$ cat src/shared/status_flags_pkg.sv
package status_flags_pkg;
    localparam logic [7:0] ADDR_MEAS_STATE = 8'h71;
    localparam logic [7:0] ADDR_EVENT_STATUS = 8'h93;
    localparam logic [7:0] ADDR_MEAS_STATUS2 = 8'ha3;
    localparam logic [7:0] ADDR_MUX_STATUS = 8'ha6;
    localparam logic [7:0] RESET_BYTE = 8'h00;
    localparam int BIT_READY = 0;
    localparam int BIT_WAIT_SYNC = 1;
    localparam int BIT_SYSTEM = 0;
    localparam int BIT_CALIB = 1;
    localparam int BIT_FIFO = 2;
    localparam int BIT_SPECTRAL = 3;
    localparam int BIT_DIG_SAT = 4;
    localparam int BIT_VALID = 6;
    localparam int BIT_MUX_DONE = 2;
    localparam logic [3:0] PERS_RESET = 4'h0;

    // register write strobe carrier
    typedef struct packed {
        logic en;
        logic [7:0] addr;
        logic [7:0] data;
    } reg_wr_t;

    // measurement progress events from the sequencer
    typedef struct packed {
        logic meas_start;
        logic meas_done;
        logic sync_wait;
        logic [15:0] ch0_result;
        logic [15:0] max_count;
        logic [15:0] peak_count;
    } meas_evt_t;
endpackage : status_flags_pkg

$ cat src/spectral_status_flags.sv
`timescale 1ns/100ps
module spectral_status_flags
    import status_flags_pkg::*;
(
    input wire logic i_clk,
    input wire logic i_rstn,
    input wire reg_wr_t i_wr,
    input wire logic [7:0] i_rd_addr,
    output logic [7:0] o_rd_data,
    input wire meas_evt_t i_meas,
    input wire logic i_sync_start_mode,
    input wire logic i_sync_start_stop_mode,
    input wire logic i_spectral_irq_enable,
    input wire logic i_fifo_irq_enable,
    input wire logic i_system_irq_enable,
    input wire logic [3:0] i_persistence_count,
    input wire logic [15:0] i_th_low,
    input wire logic [15:0] i_th_high,
    input wire logic [7:0] i_fifo_fill_count,
    input wire logic [7:0] i_fifo_threshold,
    input wire logic i_calibration_event,
    input wire logic i_mux_command_done,
    output logic [7:0] o_event_status
);
    //////////////////////////////////////////////////////////////////////
    // registered flags with their next values, plus the event set and clear vectors
    logic ready_q, ready_d;
    logic wait_q, wait_d;
    logic [7:0] evt_q, evt_d;
    logic valid_q, valid_d;
    logic sat_q, sat_d;
    logic mux_q, mux_d;
    logic [7:0] rd_q, rd_d;
    logic thr_hit;
    logic [7:0] set_v;
    logic [7:0] clr_v;
    logic fifo_cond;

    // decodes a write strobe aimed at one register address
    function automatic logic wr_hit(input reg_wr_t w, input logic [7:0] a);
        wr_hit = w.en && (w.addr == a);
    endfunction : wr_hit

    // persistence counter; its hit lags the measurement by one more cycle
    threshold_persist u_thr (
        .i_clk(i_clk),
        .i_rstn(i_rstn),
        .i_sample(i_meas.meas_done),
        .i_ch0(i_meas.ch0_result),
        .i_th_low(i_th_low),
        .i_th_high(i_th_high),
        .i_persistence_count(i_persistence_count),
        .o_hit(thr_hit)
    );

    //////////////////////////////////////////////////////////////////////
    // measurement state, second status and mux done flag
    always_comb
    begin
        ready_d = ready_q;
        if (i_meas.meas_start)
            ready_d = 1'b0;
        if (i_meas.meas_done)
            ready_d = 1'b1;
        wait_d = i_meas.sync_wait && (i_sync_start_mode || i_sync_start_stop_mode);
        valid_d = valid_q;
        if (i_meas.meas_start)
            valid_d = 1'b0;
        if (i_meas.meas_done)
            valid_d = 1'b1;
        sat_d = sat_q;
        if (i_meas.meas_start)
            sat_d = 1'b0;
        if (i_meas.peak_count >= i_meas.max_count)
            sat_d = 1'b1;
        // done flag is write-one-clear too; a new completion wins the clear
        mux_d = mux_q;
        if (wr_hit(i_wr, ADDR_MUX_STATUS) && i_wr.data[BIT_MUX_DONE])
            mux_d = 1'b0;
        if (i_mux_command_done)
            mux_d = 1'b1;
    end

    //////////////////////////////////////////////////////////////////////
    // event status: sets ordered after clears so nothing is lost
    always_comb
    begin
        fifo_cond = (i_fifo_fill_count != 8'h00) && (i_fifo_fill_count >= i_fifo_threshold);
        set_v = RESET_BYTE;
        set_v[BIT_SPECTRAL] = i_spectral_irq_enable && thr_hit;
        set_v[BIT_FIFO] = i_fifo_irq_enable && fifo_cond;
        set_v[BIT_CALIB] = i_calibration_event;
        set_v[BIT_SYSTEM] = i_system_irq_enable && mux_q;
        clr_v = wr_hit(i_wr, ADDR_EVENT_STATUS) ? i_wr.data : RESET_BYTE;
        evt_d = ((evt_q & ~clr_v) | set_v) & 8'h0f;
    end

    // read mux registered so data leaves from flops
    always_comb
    begin
        case (i_rd_addr)
            ADDR_MEAS_STATE: rd_d = {6'h00, wait_q, ready_q};
            ADDR_EVENT_STATUS: rd_d = evt_q;
            ADDR_MEAS_STATUS2: rd_d = {1'b0, valid_q, 1'b0, sat_q, 4'h0};
            ADDR_MUX_STATUS: rd_d = {5'h00, mux_q, 2'b00};
            default: rd_d = RESET_BYTE;
        endcase
    end

    // measurement state, second status and mux done registers
    always_ff @(posedge i_clk or negedge i_rstn)
    begin
        if (!i_rstn)
        begin
            ready_q <= 1'b0;
            wait_q <= 1'b0;
            valid_q <= 1'b0;
            sat_q <= 1'b0;
            mux_q <= 1'b0;
        end
        else
        begin
            ready_q <= ready_d;
            wait_q <= wait_d;
            valid_q <= valid_d;
            sat_q <= sat_d;
            mux_q <= mux_d;
        end
    end

    // event status register
    always_ff @(posedge i_clk or negedge i_rstn)
    begin
        if (!i_rstn)
            evt_q <= RESET_BYTE;
        else
            evt_q <= evt_d;
    end

    // read data register: a read costs a cycle but the output never glitches
    always_ff @(posedge i_clk or negedge i_rstn)
    begin
        if (!i_rstn)
            rd_q <= RESET_BYTE;
        else
            rd_q <= rd_d;
    end

    assign o_rd_data = rd_q;
    assign o_event_status = evt_q;
endmodule : spectral_status_flags

$ cat src/threshold_persist.sv
`timescale 1ns/100ps
module threshold_persist
    import status_flags_pkg::*;
(
    input wire logic i_clk,
    input wire logic i_rstn,
    input wire logic i_sample,
    input wire logic [15:0] i_ch0,
    input wire logic [15:0] i_th_low,
    input wire logic [15:0] i_th_high,
    input wire logic [3:0] i_persistence_count,
    output logic o_hit
);
    logic [3:0] run_q;
    logic [3:0] run_d;
    logic out_win;
    logic hit_d;

    // count consecutive out-of-window samples; an in-window one restarts it
    always_comb
    begin
        out_win = (i_ch0 < i_th_low) || (i_ch0 > i_th_high);
        run_d = run_q;
        hit_d = 1'b0;
        if (i_sample)
        begin
            if (!out_win)
                run_d = PERS_RESET;
            else
            begin
                if (run_q != 4'hf)
                    run_d = run_q + 4'h1;
                hit_d = (run_q + 4'h1) >= ({1'b0, i_persistence_count} + 4'h1);
            end
        end
    end

    always_ff @(posedge i_clk or negedge i_rstn)
    begin
        if (!i_rstn)
        begin
            run_q <= PERS_RESET;
            o_hit <= 1'b0;
        end
        else
        begin
            run_q <= run_d;
            o_hit <= hit_d;
        end
    end
endmodule : threshold_persist

$ cat config.mk
export PLATFORM = sky130hd
export DESIGN_NAME = spectral_status_flags
export DESIGN_NICKNAME = d
export VERILOG_FILES = /design/src/shared/status_flags_pkg.sv /design/src/spectral_status_flags.sv /design/src/threshold_persist.sv
export SDC_FILE = /design/constraint.sdc
export NUM_CORES = 1
export LEC_CHECK = 0
export BUFFER_PORTS_ARGS = -buffer_cell sky130_fd_sc_hd__buf_2
export CAP_MARGIN = 20
export CORE_MARGIN = 3
export CORE_UTILIZATION = 44
export DETAILED_ROUTE_END_ITERATION = 6
export PLACE_DENSITY = 0.87
export SYNTH_ARGS = -nofsm -noshare
export SYNTH_HDL_FRONTEND = slang
export SYNTH_HIERARCHICAL = 1
export SYNTH_SLANG_ARGS = --single-unit
$ cat constraint.sdc
create_clock -name i_clk -period 2.65 [get_ports i_clk]
set_clock_uncertainty 0.2 [all_clocks]
set_input_delay 0.265 -clock i_clk [delete_from_list [all_inputs] [get_ports i_clk]]
set_output_delay 0.265 -clock i_clk [all_outputs]
set_load 0.1 [all_outputs]
Yosys cells after proc, flatten, opt, wreduce, memory -nomap -nowiden
Index checks and enable logic that the tools add are counted.
- bits in registers: 21
- output and inout port bits: 16
- word-level logic and storage cells: 53
- add/subtract/negate cells: 3
- order comparisons: 5
- equal/unequal tests: 8
- mux-type cells: 11
- bitwise gates (word level): 3
- reduce and logical (&&, ||, !) cells: 15
- operator list (cell ; count):
    == test 8 bit (second input constant) ; 5
    one-hot mux 7 bit (4 select lines) ; 1
    greater-or-equal comparator 16 bit ; 1
    > comparator 16 bit ; 1
    < comparator 16 bit ; 1
    two-way mux 4 bit ; 3
    adder 4 x 1 -> 5 bit (second input constant) ; 2
    == test 8 x 7 -> 1 bit (second input constant) ; 1
    greater-or-equal comparator 8 bit ; 1
    logical AND 1 bit ; 8
    nonzero test 8 bit ; 1
    two-way mux 1 bit ; 7
    nonzero test 2 bit ; 3
    greater-or-equal comparator 5 bit ; 1
    adder 4 x 1 -> 4 bit (second input constant) ; 1
    bitwise AND 4 bit ; 1
    != test 4 bit (second input constant) ; 1
    NOT 4 bit ; 1
    OR 4 bit ; 1
    logical OR 1 bit ; 2
    != test 2 bit (second input constant) ; 1
    AND reduction 2 bit ; 1

Depth between registers and ports, before layout
Gate-level depths: netlist of run 1.
- depth after elaboration: 6
- depth in mapped cells: 8

Modules after synthesis
The synthesis of run 1 kept the hierarchy.
- modules (own cells, without submodules) (module ; instances ; cells an instance ; area each (µm²)):
    spectral_status_flags ; 1 ; 140 ; 1224.9
    threshold_persist ; 1 ; 158 ; 1204.9

Worst setup path before layout of run 1
OpenSTA, ideal clock, no wires.
- path kind: register to register
- start: register u_thr.run_q[0]
- end: register u_thr.o_hit
- library setup time: 125 ps
- arrival: 1670 ps
- path slack: 655 ps
- cell stages (with the launch flop): 8
- path buffers: 0
- path through: dfrtp_1 ha_1 ha_1 a21o_1 a21o_1 a21o_1 a21oi_1 nor3_2
- word-level cells in the longest chain between the ends: 4
- RTL lines (what ; RTL line ; source):
    from (decl) ; threshold_persist.sv:14 ; logic [3:0] run_q;
    from (signal assigned) ; threshold_persist.sv:47 ; run_q <= run_d;
    adder 4 x 1 -> 5 bit ; threshold_persist.sv:33 ; hit_d = (run_q + 4'h1) >= ({1'b0, i_persistence_count} + 4'h1);
    greater-or-equal comparator 5 bit ; threshold_persist.sv:33 ;
    two-way mux 1 bit ; threshold_persist.sv:27 ; if (!out_win)
    two-way mux 1 bit ; threshold_persist.sv:25 ; if (i_sample)
    via u_thr.hit_d ; threshold_persist.sv:17 ; logic hit_d;
    to (signal assigned) ; threshold_persist.sv:48 ; o_hit <= hit_d;
    to (decl) ; threshold_persist.sv:12 ; output logic o_hit
The timed path passes the listed nets, and every way through them passes these cells.
A chain may end at the register's enable or synchronous reset.

Worst setup path after layout of run 1
Same ends and word-level chain as after synthesis.

==> results of run 1 <==
[registers in the layout, indices dropped and copies added, names as in the netlist]
signal and count:
u_thr/run_q 4, u_thr/o_hit 1, o_rd_data 6, wait_q 1, mux_q 1, valid_q 1
sat_q 1, o_event_status 4
[power groups by stage]
stage | clock network (mW) | registers, mW | logic (mW)
after global placement | 0 | 0.378 | 0.602
after detailed placement | 0 | 0.381 | 0.631
final | 0.199 | 0.375 | 0.633
after global routing | 0.222 | 0.383 | 0.726
after CTS | 0.204 | 0.375 | 0.639
after floorplan | 0 | 0.430 | 0.383
[worst max-delay path, stage by stage (launching register included)]
cell	delay, ns
dfrtp_1	0.44
ha_1	0.34
ha_1	0.30
a21o_1	0.15
a21o_1	0.17
a21o_1	0.17
a21oi_1	0.17
nor3_2	0.06
[cells by family (layout without fill, tap and decap cells)]
family | after synthesis | count (layout)
xor+xnor | 4 | 4
flops | 19 | 19
other cells | 1 | 6
buf+inv | 70 | 212
compound gates | 69 | 69
simple gates | 73 | 73
fa+ha+maj | 62 | 62
[worst min path at each step]
stage / end / startpoint / cells after the start / slack [ns]
after floorplan: mux_q$_DFFE_PN0P_ / i_rstn / 0 / -0.23
after CTS: wait_q$_DFF_PN0_ / i_sync_start_mode / 2 / 0.009
after global routing: wait_q$_DFF_PN0_ / i_sync_start_mode / 2 / 0.03
final: wait_q$_DFF_PN0_ / i_sync_start_mode / 2 / 0.01
after global placement: o_event_status[2]$_DFF_PN0_ / i_rstn / 1 / 0.03
after detailed placement: o_event_status[2]$_DFF_PN0_ / i_rstn / 1 / 0.03
[synth_stat cells, types with 2 or more instances]
cell / n
inv_1: 63
nand2b_1: 5
nand4_1: 7
a31oi_1: 4
o21ai_0: 8
nor3_1: 2
and2_1: 3
nor4_1: 4
a21oi_1: 20
nand3_1: 10
a22o_1: 5
xor2_1: 2
dfrtp_1: 19
a21o_1: 12
o211ai_1: 2
ha_1: 62
o21a_1: 3
buf_4: 7
a211oi_1: 3
nor2_1: 8
xnor2_1: 2
o21ai_1: 3
nand2_1: 23
[stage by stage]
step           cells  area [sq um]
2_1_floorplan    303          2450
6_report         515          3270
5_1_grt          515          3270
3_5_place_dp     508          3190
3_3_place_gp     508          3190
4_1_cts          515          3270
[cell type report]
| cell class | instances | area share, % |
|---|---|---|
| clock inverters | 1 | 0.153 |
| multi-input cells | 214 | 51.5 |
| clock buffers | 3 | 1.26 |
| inverters | 63 | 7.23 |
| repair buffers | 145 | 22.6 |
| well taps | 70 | 2.68 |
| flip-flops and latches | 19 | 14.5 |
[cell usage in the layout, fill, tap and decap left out, types with 2 or more instances in the layout]
cell	count
buf_2	142
inv_1	63
ha_1	62
nand2_1	23
a21oi_1	20
dfrtp_1	19
a21o_1	12
nand3_1	10
nor2_1	8
o21ai_0	8
nand4_1	7
conb_1	6
a22o_1	5
nand2b_1	5
nor4_1	4
a31oi_1	4
and2_1	3
o21a_1	3
a211oi_1	3
clkbuf_8	3
dlygate4sd3_1	3
o21ai_1	3
nor3_1	2
o211ai_1	2
xor2_1	2
xnor2_1	2
[metal layers]
layer,vias to the layer above,routed length (microns),share of wire (%),GRT usage [%]
met5,-,0,0,0
li1,1333,-,-,-
met4,0,45,0.71,3.38
met1,1109,2500,39,20.6
met3,4,529,8.3,4.82
met2,106,3270,52,38.3
[what timing repair did]
action                                  in CTS  in global routing
endpoints found under the setup margin       0                  0
hold buffers                                 3                  0
hold endpoints to repair                    21                  0
==> impl_metrics.ini, run 1 <==
[floorplanning]
fp.dieH_microns = 80.3
coreArea_sq_um = 5240
chipWidth_microns = 80.3
row_count = 26
start_util_pct = 46.4
io_pins = 153
dieArea_sq_um = 6450

[synth]
syn_area_sq_um = 2430
synth-xor-area-share_pct = 1.44
ys_warn_count = 6
synthTopCellsByArea = ha_1 (32%), dfrtp_1 (20%), inv_1 (9.7%), a21oi_1 (4.1%), a21o_1 (3.7%)
synthArstFlopShare_pct = 100
synth-compound-area-share_pct = 18.9
synth_edf_count = 0
synthCells = 298
synth_top_family_by_area = adder cells
muxShareOfSynthArea_pct = 0
synth-seq-area-share_pct = 19.6
syn_avg_cell_area_sq_um = 8.15
synth_top_area_cell = ha_1
synth_cell_types = 44
synth_flop_cell = dfrtp_1
synth-adder-area-share_pct = 31.9
ys_seq_elements = 19
synth_simple_gate_area_share_pct = 16.1
yosysTopAreaCellShare_pct = 31.9

[worst_setup_path]
startpoint_type = register
critPathMaxFanout = 6
crit_type = register to register
reg2reg_slack_ns = 0.54
r2r-start = u_thr/run_q[0]$_DFFE_PN0P_
r2r_end = u_thr/o_hit$_DFF_PN0_
endpoint_kind = register
cp_data_required_time_ns = 2.58
startpoint = u_thr/run_q[0]$_DFFE_PN0P_
endpoint = u_thr/o_hit$_DFF_PN0_
r2r_cells = 7
arrival_ns = 2.04

[clocking]
cts_buffers = 3
ctsResizeCount = 0
post-cts-setup-buffers = 0
insertion_delay_ns = 0.25
path_clk_slew_ns = 0.07
cts_tree = built
cts-htree-levels = 1
cts.sinks = 19
cts_root_buf = clkbuf_8
clockBufferDepth = 2

[timing]
final-setup-viol-count = 0
slew-limit-headroom_pct = 66.4
tightest_slew_ns = 0.500
fin_crit_sh_pct = 79.6
hold_viol_final = 0
slew_viol_final = 0
fin_tns_setup_ns = 0
layout_setup_ws_ns = 0.540
rsz0062_at_grt = false
max_clock_freq_mhz = 474
post-route-min-period_ns = 2.11
holdWs_ns = 0.0120

[final_layout]
area_delta_synth_final_pct = 34.6
antenna_cells = 0
post-route-util_pct = 62.4
seq_area_sq_um = 475
nets = 645
layout-drive-gt1-share_pct = 34.2
multiInputGateArea_sq_um = 1680
fill_cells = 443

[power_and_ir_drop]
power.internal_mw = 0.722
p_sw_mw = 0.485
vdd_drop_max_uv = 341
combPwrFrac_pct = 52.5
power_frac_seq_pct = 31.1
clock_power_share_pct = 16.5
p_total_mw = 1.21
powerDensity_nw_per_um2 = 369
p_sw_share_pct = 40.2
p_leak_nw = 1.98

[placement]
pre_cts_slack_ns = 0.538
numPortBuffers = 142
routabilityCongestion = 0.745
dp_hpwl_microns = 5700

[global_route]
grt_pass1_wl_microns = 10100
grt_max_degree = 20
first_global_vias = 2561
gr-usage-all-layers_pct = 19.4
antenna_found_initial = 0
overflow = 0

[route]
ant_nets = 0
drc_errors = 0
routed_wl_microns = 6340
drt_iter0_drc = 73
vias_per_cell = 4.96
drtPass1Iterations = 4
post_drt_wl_per_cell_microns = 12.3
vias = 2552

[flow_run]
cap_violations = 0

[run_status]
outcome = finished clean

[min_path]
min_path_type = primary input to register
Note: power is estimated with default switching activity, not from simulation.
==> run 2, diff against run 1 <==
- clock period: 2.65 -> 2.21 ns (I/O delays scaled with it)
==> run 2 against run 1 <==
Against the previous run: flip-flop and latch count did not move; via count rose by 3.3%; fmax rose by 2.9%; routed wire length rose by 6.0%; worst setup slack got worse by 0.38 ns; critical path type unchanged; utilization rose by 1.1 points.
==> impl_metrics.ini, run 2 (same netlist as run 1, synthesis figures left out) <==
[run_status]
outcome = finished clean

[final_layout]
nets = 651
largest_reg_flops = 6
post-route-util_pct = 63.5
layout-drive-gt1-share_pct = 33.9
layout_commonest_cell = buf_2
antenna_cells = 0
area_delta_synth_final_pct = 37.0
final_cell_mix = buf_2 (142), inv_1 (63), ha_1 (62)
multiInputGateArea_sq_um = 1680
seq_area_sq_um = 475
fill_cells = 435

[clocking]
clockBufferDepth = 2
ctsResizeCount = 0
cts.sinks = 19
holdBufCountCts = 8
path_clk_slew_ns = 0.07
cts_tree = built
cts_buffers = 3
cts_root_buf = clkbuf_8
cts-htree-levels = 1
insertion_delay_ns = 0.25
post-cts-setup-buffers = 0

[worst_setup_path]
r2r_end = u_thr/o_hit$_DFF_PN0_
arrival_ns = 1.98
endpoint_kind = register
critPathMaxFanout = 4
cp_data_required_time_ns = 2.15
endpoint = u_thr/o_hit$_DFF_PN0_
startpoint = u_thr/run_q[1]$_DFFE_PN0P_
crit_type = register to register
r2r_cells = 7
reg2reg_slack_ns = 0.16
startpoint_type = register
r2r-start = u_thr/run_q[1]$_DFFE_PN0P_

[timing]
holdWs_ns = 0.0459
final-setup-viol-count = 0
fin_tns_setup_ns = 0
tightest_slew_ns = 0.496
post-route-min-period_ns = 2.05
fin_crit_sh_pct = 92.8
rsz0062_at_grt = false
hold_viol_final = 0
slew_viol_final = 0
max_clock_freq_mhz = 488
slew-limit-headroom_pct = 66.7

[route]
drc_errors = 0
post_drt_wl_per_cell_microns = 12.9
ant_nets = 0
drt_iter0_drc = 63
vias = 2636
drtPass1Iterations = 4
routed_wl_microns = 6720
vias_per_cell = 5.06

[global_route]
gr-usage-all-layers_pct = 21.1
first_global_vias = 2609
grt_max_degree = 20
grt_pass1_wl_microns = 10800
overflow = 0
antenna_found_initial = 0

[power_and_ir_drop]
vdd_drop_max_uv = 391
powerDensity_nw_per_um2 = 440
p_leak_nw = 2.01

[placement]
dp_hpwl_microns = 5820
routabilityCongestion = 0.747
numPortBuffers = 142

[floorplanning]
io_pins = 153
coreArea_sq_um = 5240
start_util_pct = 46.4
fp.dieH_microns = 80.3
chipWidth_microns = 80.3
dieArea_sq_um = 6450
row_count = 26

[min_path]
min_path_type = primary input to register

[flow_run]
cap_violations = 0
==> run 2: per-stage QoR <==
step                power [mW]  worst slack [ns]  std cells  area, sq um
finish                    1.47             0.160        521         3330
global route              1.61            0.0498        521         3330
CTS                       1.48             0.146        521         3330
detailed placement        1.22            0.0884        509         3200
global placement          1.18             0.185        509         3200
floorplan                0.975             0.215        303         2450
==> run 2: worst max-delay path, stage by stage, from the launching register on <==
cell and delay (ns):
dfrtp_1 0.41, ha_1 0.31, ha_1 0.30, a21o_1 0.15, a21o_1 0.17, a21o_1 0.17
a21oi_1 0.18, nor3_2 0.05
==> run 2: power breakdown <==
part | internal, mW | switching [mW]
Combinational | 0.352 | 0.432
Clock | 0.125 | 0.111
Sequential | 0.401 | 0.0447
==> run 2: layer usage <==
metal	wire [microns]	vias up	share of wire (%)	global-route usage (%)
met5	0	-	0	0
met4	119	0	1.8	5.57
met3	562	12	8.4	5.04
met2	3470	103	52	41.4
met1	2570	1182	38	22.1
li1	-	1339	-	-
==> run 2: worst min path at each step <==
stage	startpoint	end	slack, ns	cells past startpoint
after floorplan	i_rstn	mux_q$_DFFE_PN0P_	-0.27	0
after global placement	i_rstn	o_event_status[2]$_DFF_PN0_	-0.02	1
after detailed placement	i_rstn	o_event_status[2]$_DFF_PN0_	-0.01	1
after CTS	i_wr[3]	o_event_status[3]$_DFF_PN0_	0.04	3
after global routing	i_wr[3]	o_event_status[3]$_DFF_PN0_	0.04	3
final	i_wr[3]	o_event_status[3]$_DFF_PN0_	0.05	3
==> run 2: final cells by class <==
cell class,instances,share of cell area (%)
well taps,70,2.63
clock buffers,3,1.24
clock inverters,1,0.150
repair buffers,151,24.0
flip-flops and latches,19,14.3
multi-input cells,214,50.6
inverters,63,7.11
==> run 3, diff against run 2 <==
- PLACE_DENSITY: 0.87 -> 0.88
- SYNTH_HIERARCHICAL: 1 -> default
==> run 3 against run 2 <==
Against the previous run: cell area increased by 0.11%; power fell by 0.59%; combinational power decreased by 2%; cell count grew 0.38%; fmax about the same; non-clock buffer count rose by 4; die area is 0.99% lower; critical path type unchanged; sequential share of layout area barely moved.
==> impl_metrics.ini, run 3 <==
[run_status]
outcome = finished clean

[global_route]
gr-usage-all-layers_pct = 21.3
overflow = 0
grt_max_degree = 20
grt_pass1_wl_microns = 11000
antenna_found_initial = 0
first_global_vias = 2748

[synth]
syn_avg_cell_area_sq_um = 8.12
ys_warn_count = 0
synth_edf_count = 0
synthTopCellsByArea = ha_1 (32%), dfrtp_1 (20%), inv_1 (10%), a21o_1 (4.4%), a21oi_1 (3.5%)
synth_cell_types = 37
synth_top_area_cell = ha_1
yosysTopAreaCellShare_pct = 32.3
synth_flop_cell = dfrtp_1
synthArstFlopShare_pct = 100
syn_area_sq_um = 2400
ys_seq_elements = 19
yosysMostFrequentCell = inv_1
synth-seq-area-share_pct = 19.8
synthCells = 296
synth_commonest_cells = inv_1 (64), ha_1 (62), nand2_1 (22), dfrtp_1 (19), a21oi_1 (17)

[route]
vias = 2650
met2_length_microns = 3710
drt_iter0_drc = 49
post_drt_wl_per_cell_microns = 13.3
ant_nets = 0
routed_wl_microns = 6960
met3WireLength_microns = 601
drtPass1Iterations = 4
top_layer_used = met4
vias_per_cell = 5.07
wl_met1_microns = 2480
drc_errors = 0

[power_and_ir_drop]
power.internal_mw = 0.879
p_leak_nw = 2.04
power_frac_seq_pct = 31.3
vdd_drop_max_uv = 350
p_sw_mw = 0.578
p_total_mw = 1.46
p_sw_share_pct = 39.7
clock_power_share_pct = 16.1
combPwrFrac_pct = 52.6
powerDensity_nw_per_um2 = 437

[floorplanning]
start_util_pct = 46.2
dieArea_sq_um = 6390
row_count = 26
fp.dieH_microns = 79.9
chipWidth_microns = 79.9
coreArea_sq_um = 5200
io_pins = 153

[clocking]
cts_tree = built
ctsResizeCount = 0
path_clk_slew_ns = 0.07
insertion_delay_ns = 0.25
cts_buffers = 3
cts_root_buf = clkbuf_8
clockBufferDepth = 2
cts.sinks = 19
cts-htree-levels = 1

[timing]
slew-limit-headroom_pct = 56.0
slew_viol_final = 0
fin_crit_sh_pct = 92.7
final-setup-viol-count = 0
tightest_slew_ns = 0.654
rsz0062_at_grt = false
max_clock_freq_mhz = 488
hold_viol_final = 0
post-route-min-period_ns = 2.05

[placement]
routabilityCongestion = 0.860
dp_hpwl_microns = 5870
numPortBuffers = 142

[worst_setup_path]
critPathMaxFanout = 6
cp_top_family = compound AO/OA/AOI/OAI gates
critical_path.cell_chain = ha_1, ha_1, a21o_1, a21o_1, a21o_1, a21oi_1, nor3_1
cp_common_cell = a21o_1
arrival_ns = 1.99
endpoint_kind = register
max_stage_delay_ns = 0.44
critPathBufInv = 0
cp_data_required_time_ns = 2.15
crit_type = register to register
startpoint_type = register
cp_slowest_cell = dfrtp_1

[final_layout]
final_cell_mix = buf_2 (142), inv_1 (64), ha_1 (62)
largest_reg_flops = 6
seq_area_sq_um = 475
nets = 653
layout_commonest_cell = buf_2
fill_cells = 435
area_delta_synth_final_pct = 38.6
layout-drive-gt1-share_pct = 34.0
multiInputGateArea_sq_um = 1660
antenna_cells = 0
post-route-util_pct = 64.0

[min_path]
min_path_type = primary input to register

[flow_run]
cap_violations = 0
run 3: stage by stage:
step                cells  area [sq um]  hold slack (ns)  setup TNS (ns)  setup WS [ns]
floorplan             301          2420           -0.275               0          0.134
global placement      512          3220          -0.0204         -0.0270        -0.0265
detailed placement    512          3220          -0.0187          -0.107        -0.0704
CTS                   523          3330           0.0123               0          0.144
global route          523          3330          0.00317               0         0.0692
finish                523          3330           0.0169               0          0.161
run 3: final timing paths:
kind                                                  from                     endpoint  slack, ns  cells after the start
worst max-delay path            u_thr.run_q[0]$_DFFE_PN0P_        u_thr.o_hit$_DFF_PN0_       0.16                      7
worst max register to register  u_thr.run_q[0]$_DFFE_PN0P_        u_thr.o_hit$_DFF_PN0_       0.16                      7
min in group asynchronous                           i_rstn             wait_q$_DFF_PN0_       0.23                      2
worst min-delay path                 i_spectral_irq_enable  o_event_status[3]$_DFF_PN0_       0.02                      2
max in group asynchronous                           i_rstn   u_thr.run_q[1]$_DFFE_PN0P_       1.29                      2
worst min register to register           sat_q$_DFFE_PN0P_       o_rd_data[4]$_DFF_PN0_       0.29                      1
run 3: kinds of logic (layout without fill, tap and decap cells):
group,count (synthesis),count (layout),synth area share [%]
buf+inv,71,223,12.0
compound gates,69,69,19.1
flops,19,19,19.8
fa+ha+maj,62,62,32.3
simple gates,70,70,15.3
xor+xnor,4,4,1.46
other cells,1,6,0.156
run 3: what timing repair did:
item | CTS | global route
buffers inserted | 0 | 0
hold endpoints to repair | 24 | 0
hold buffers | 7 | 0
run 3: per-layer routing:
layer / up-vias / GRT usage, %
met5: - / 0
met4: 0 / 7.94
met3: 19 / 3.39
met2: 140 / 43.1
met1: 1167 / 21.2
li1: 1324 / -
run 3: area by class of cell:
cell class                 instances  area share, %
multi-input combinational        211           49.8
timing repair buffer             155           24.8
sequential                        19           14.3
inverter                          64           7.21
tap                               70           2.63
clock buffer                       4           1.35
run 3: power groups by stage:
stage                     clock network [mW]  logic, mW  registers, mW
after floorplan                            0      0.448          0.516
after global placement                     0      0.721          0.456
after detailed placement                   0      0.758          0.459
after CTS                              0.235      0.770          0.454
after global routing                   0.254      0.866          0.462
final                                  0.235      0.767          0.456
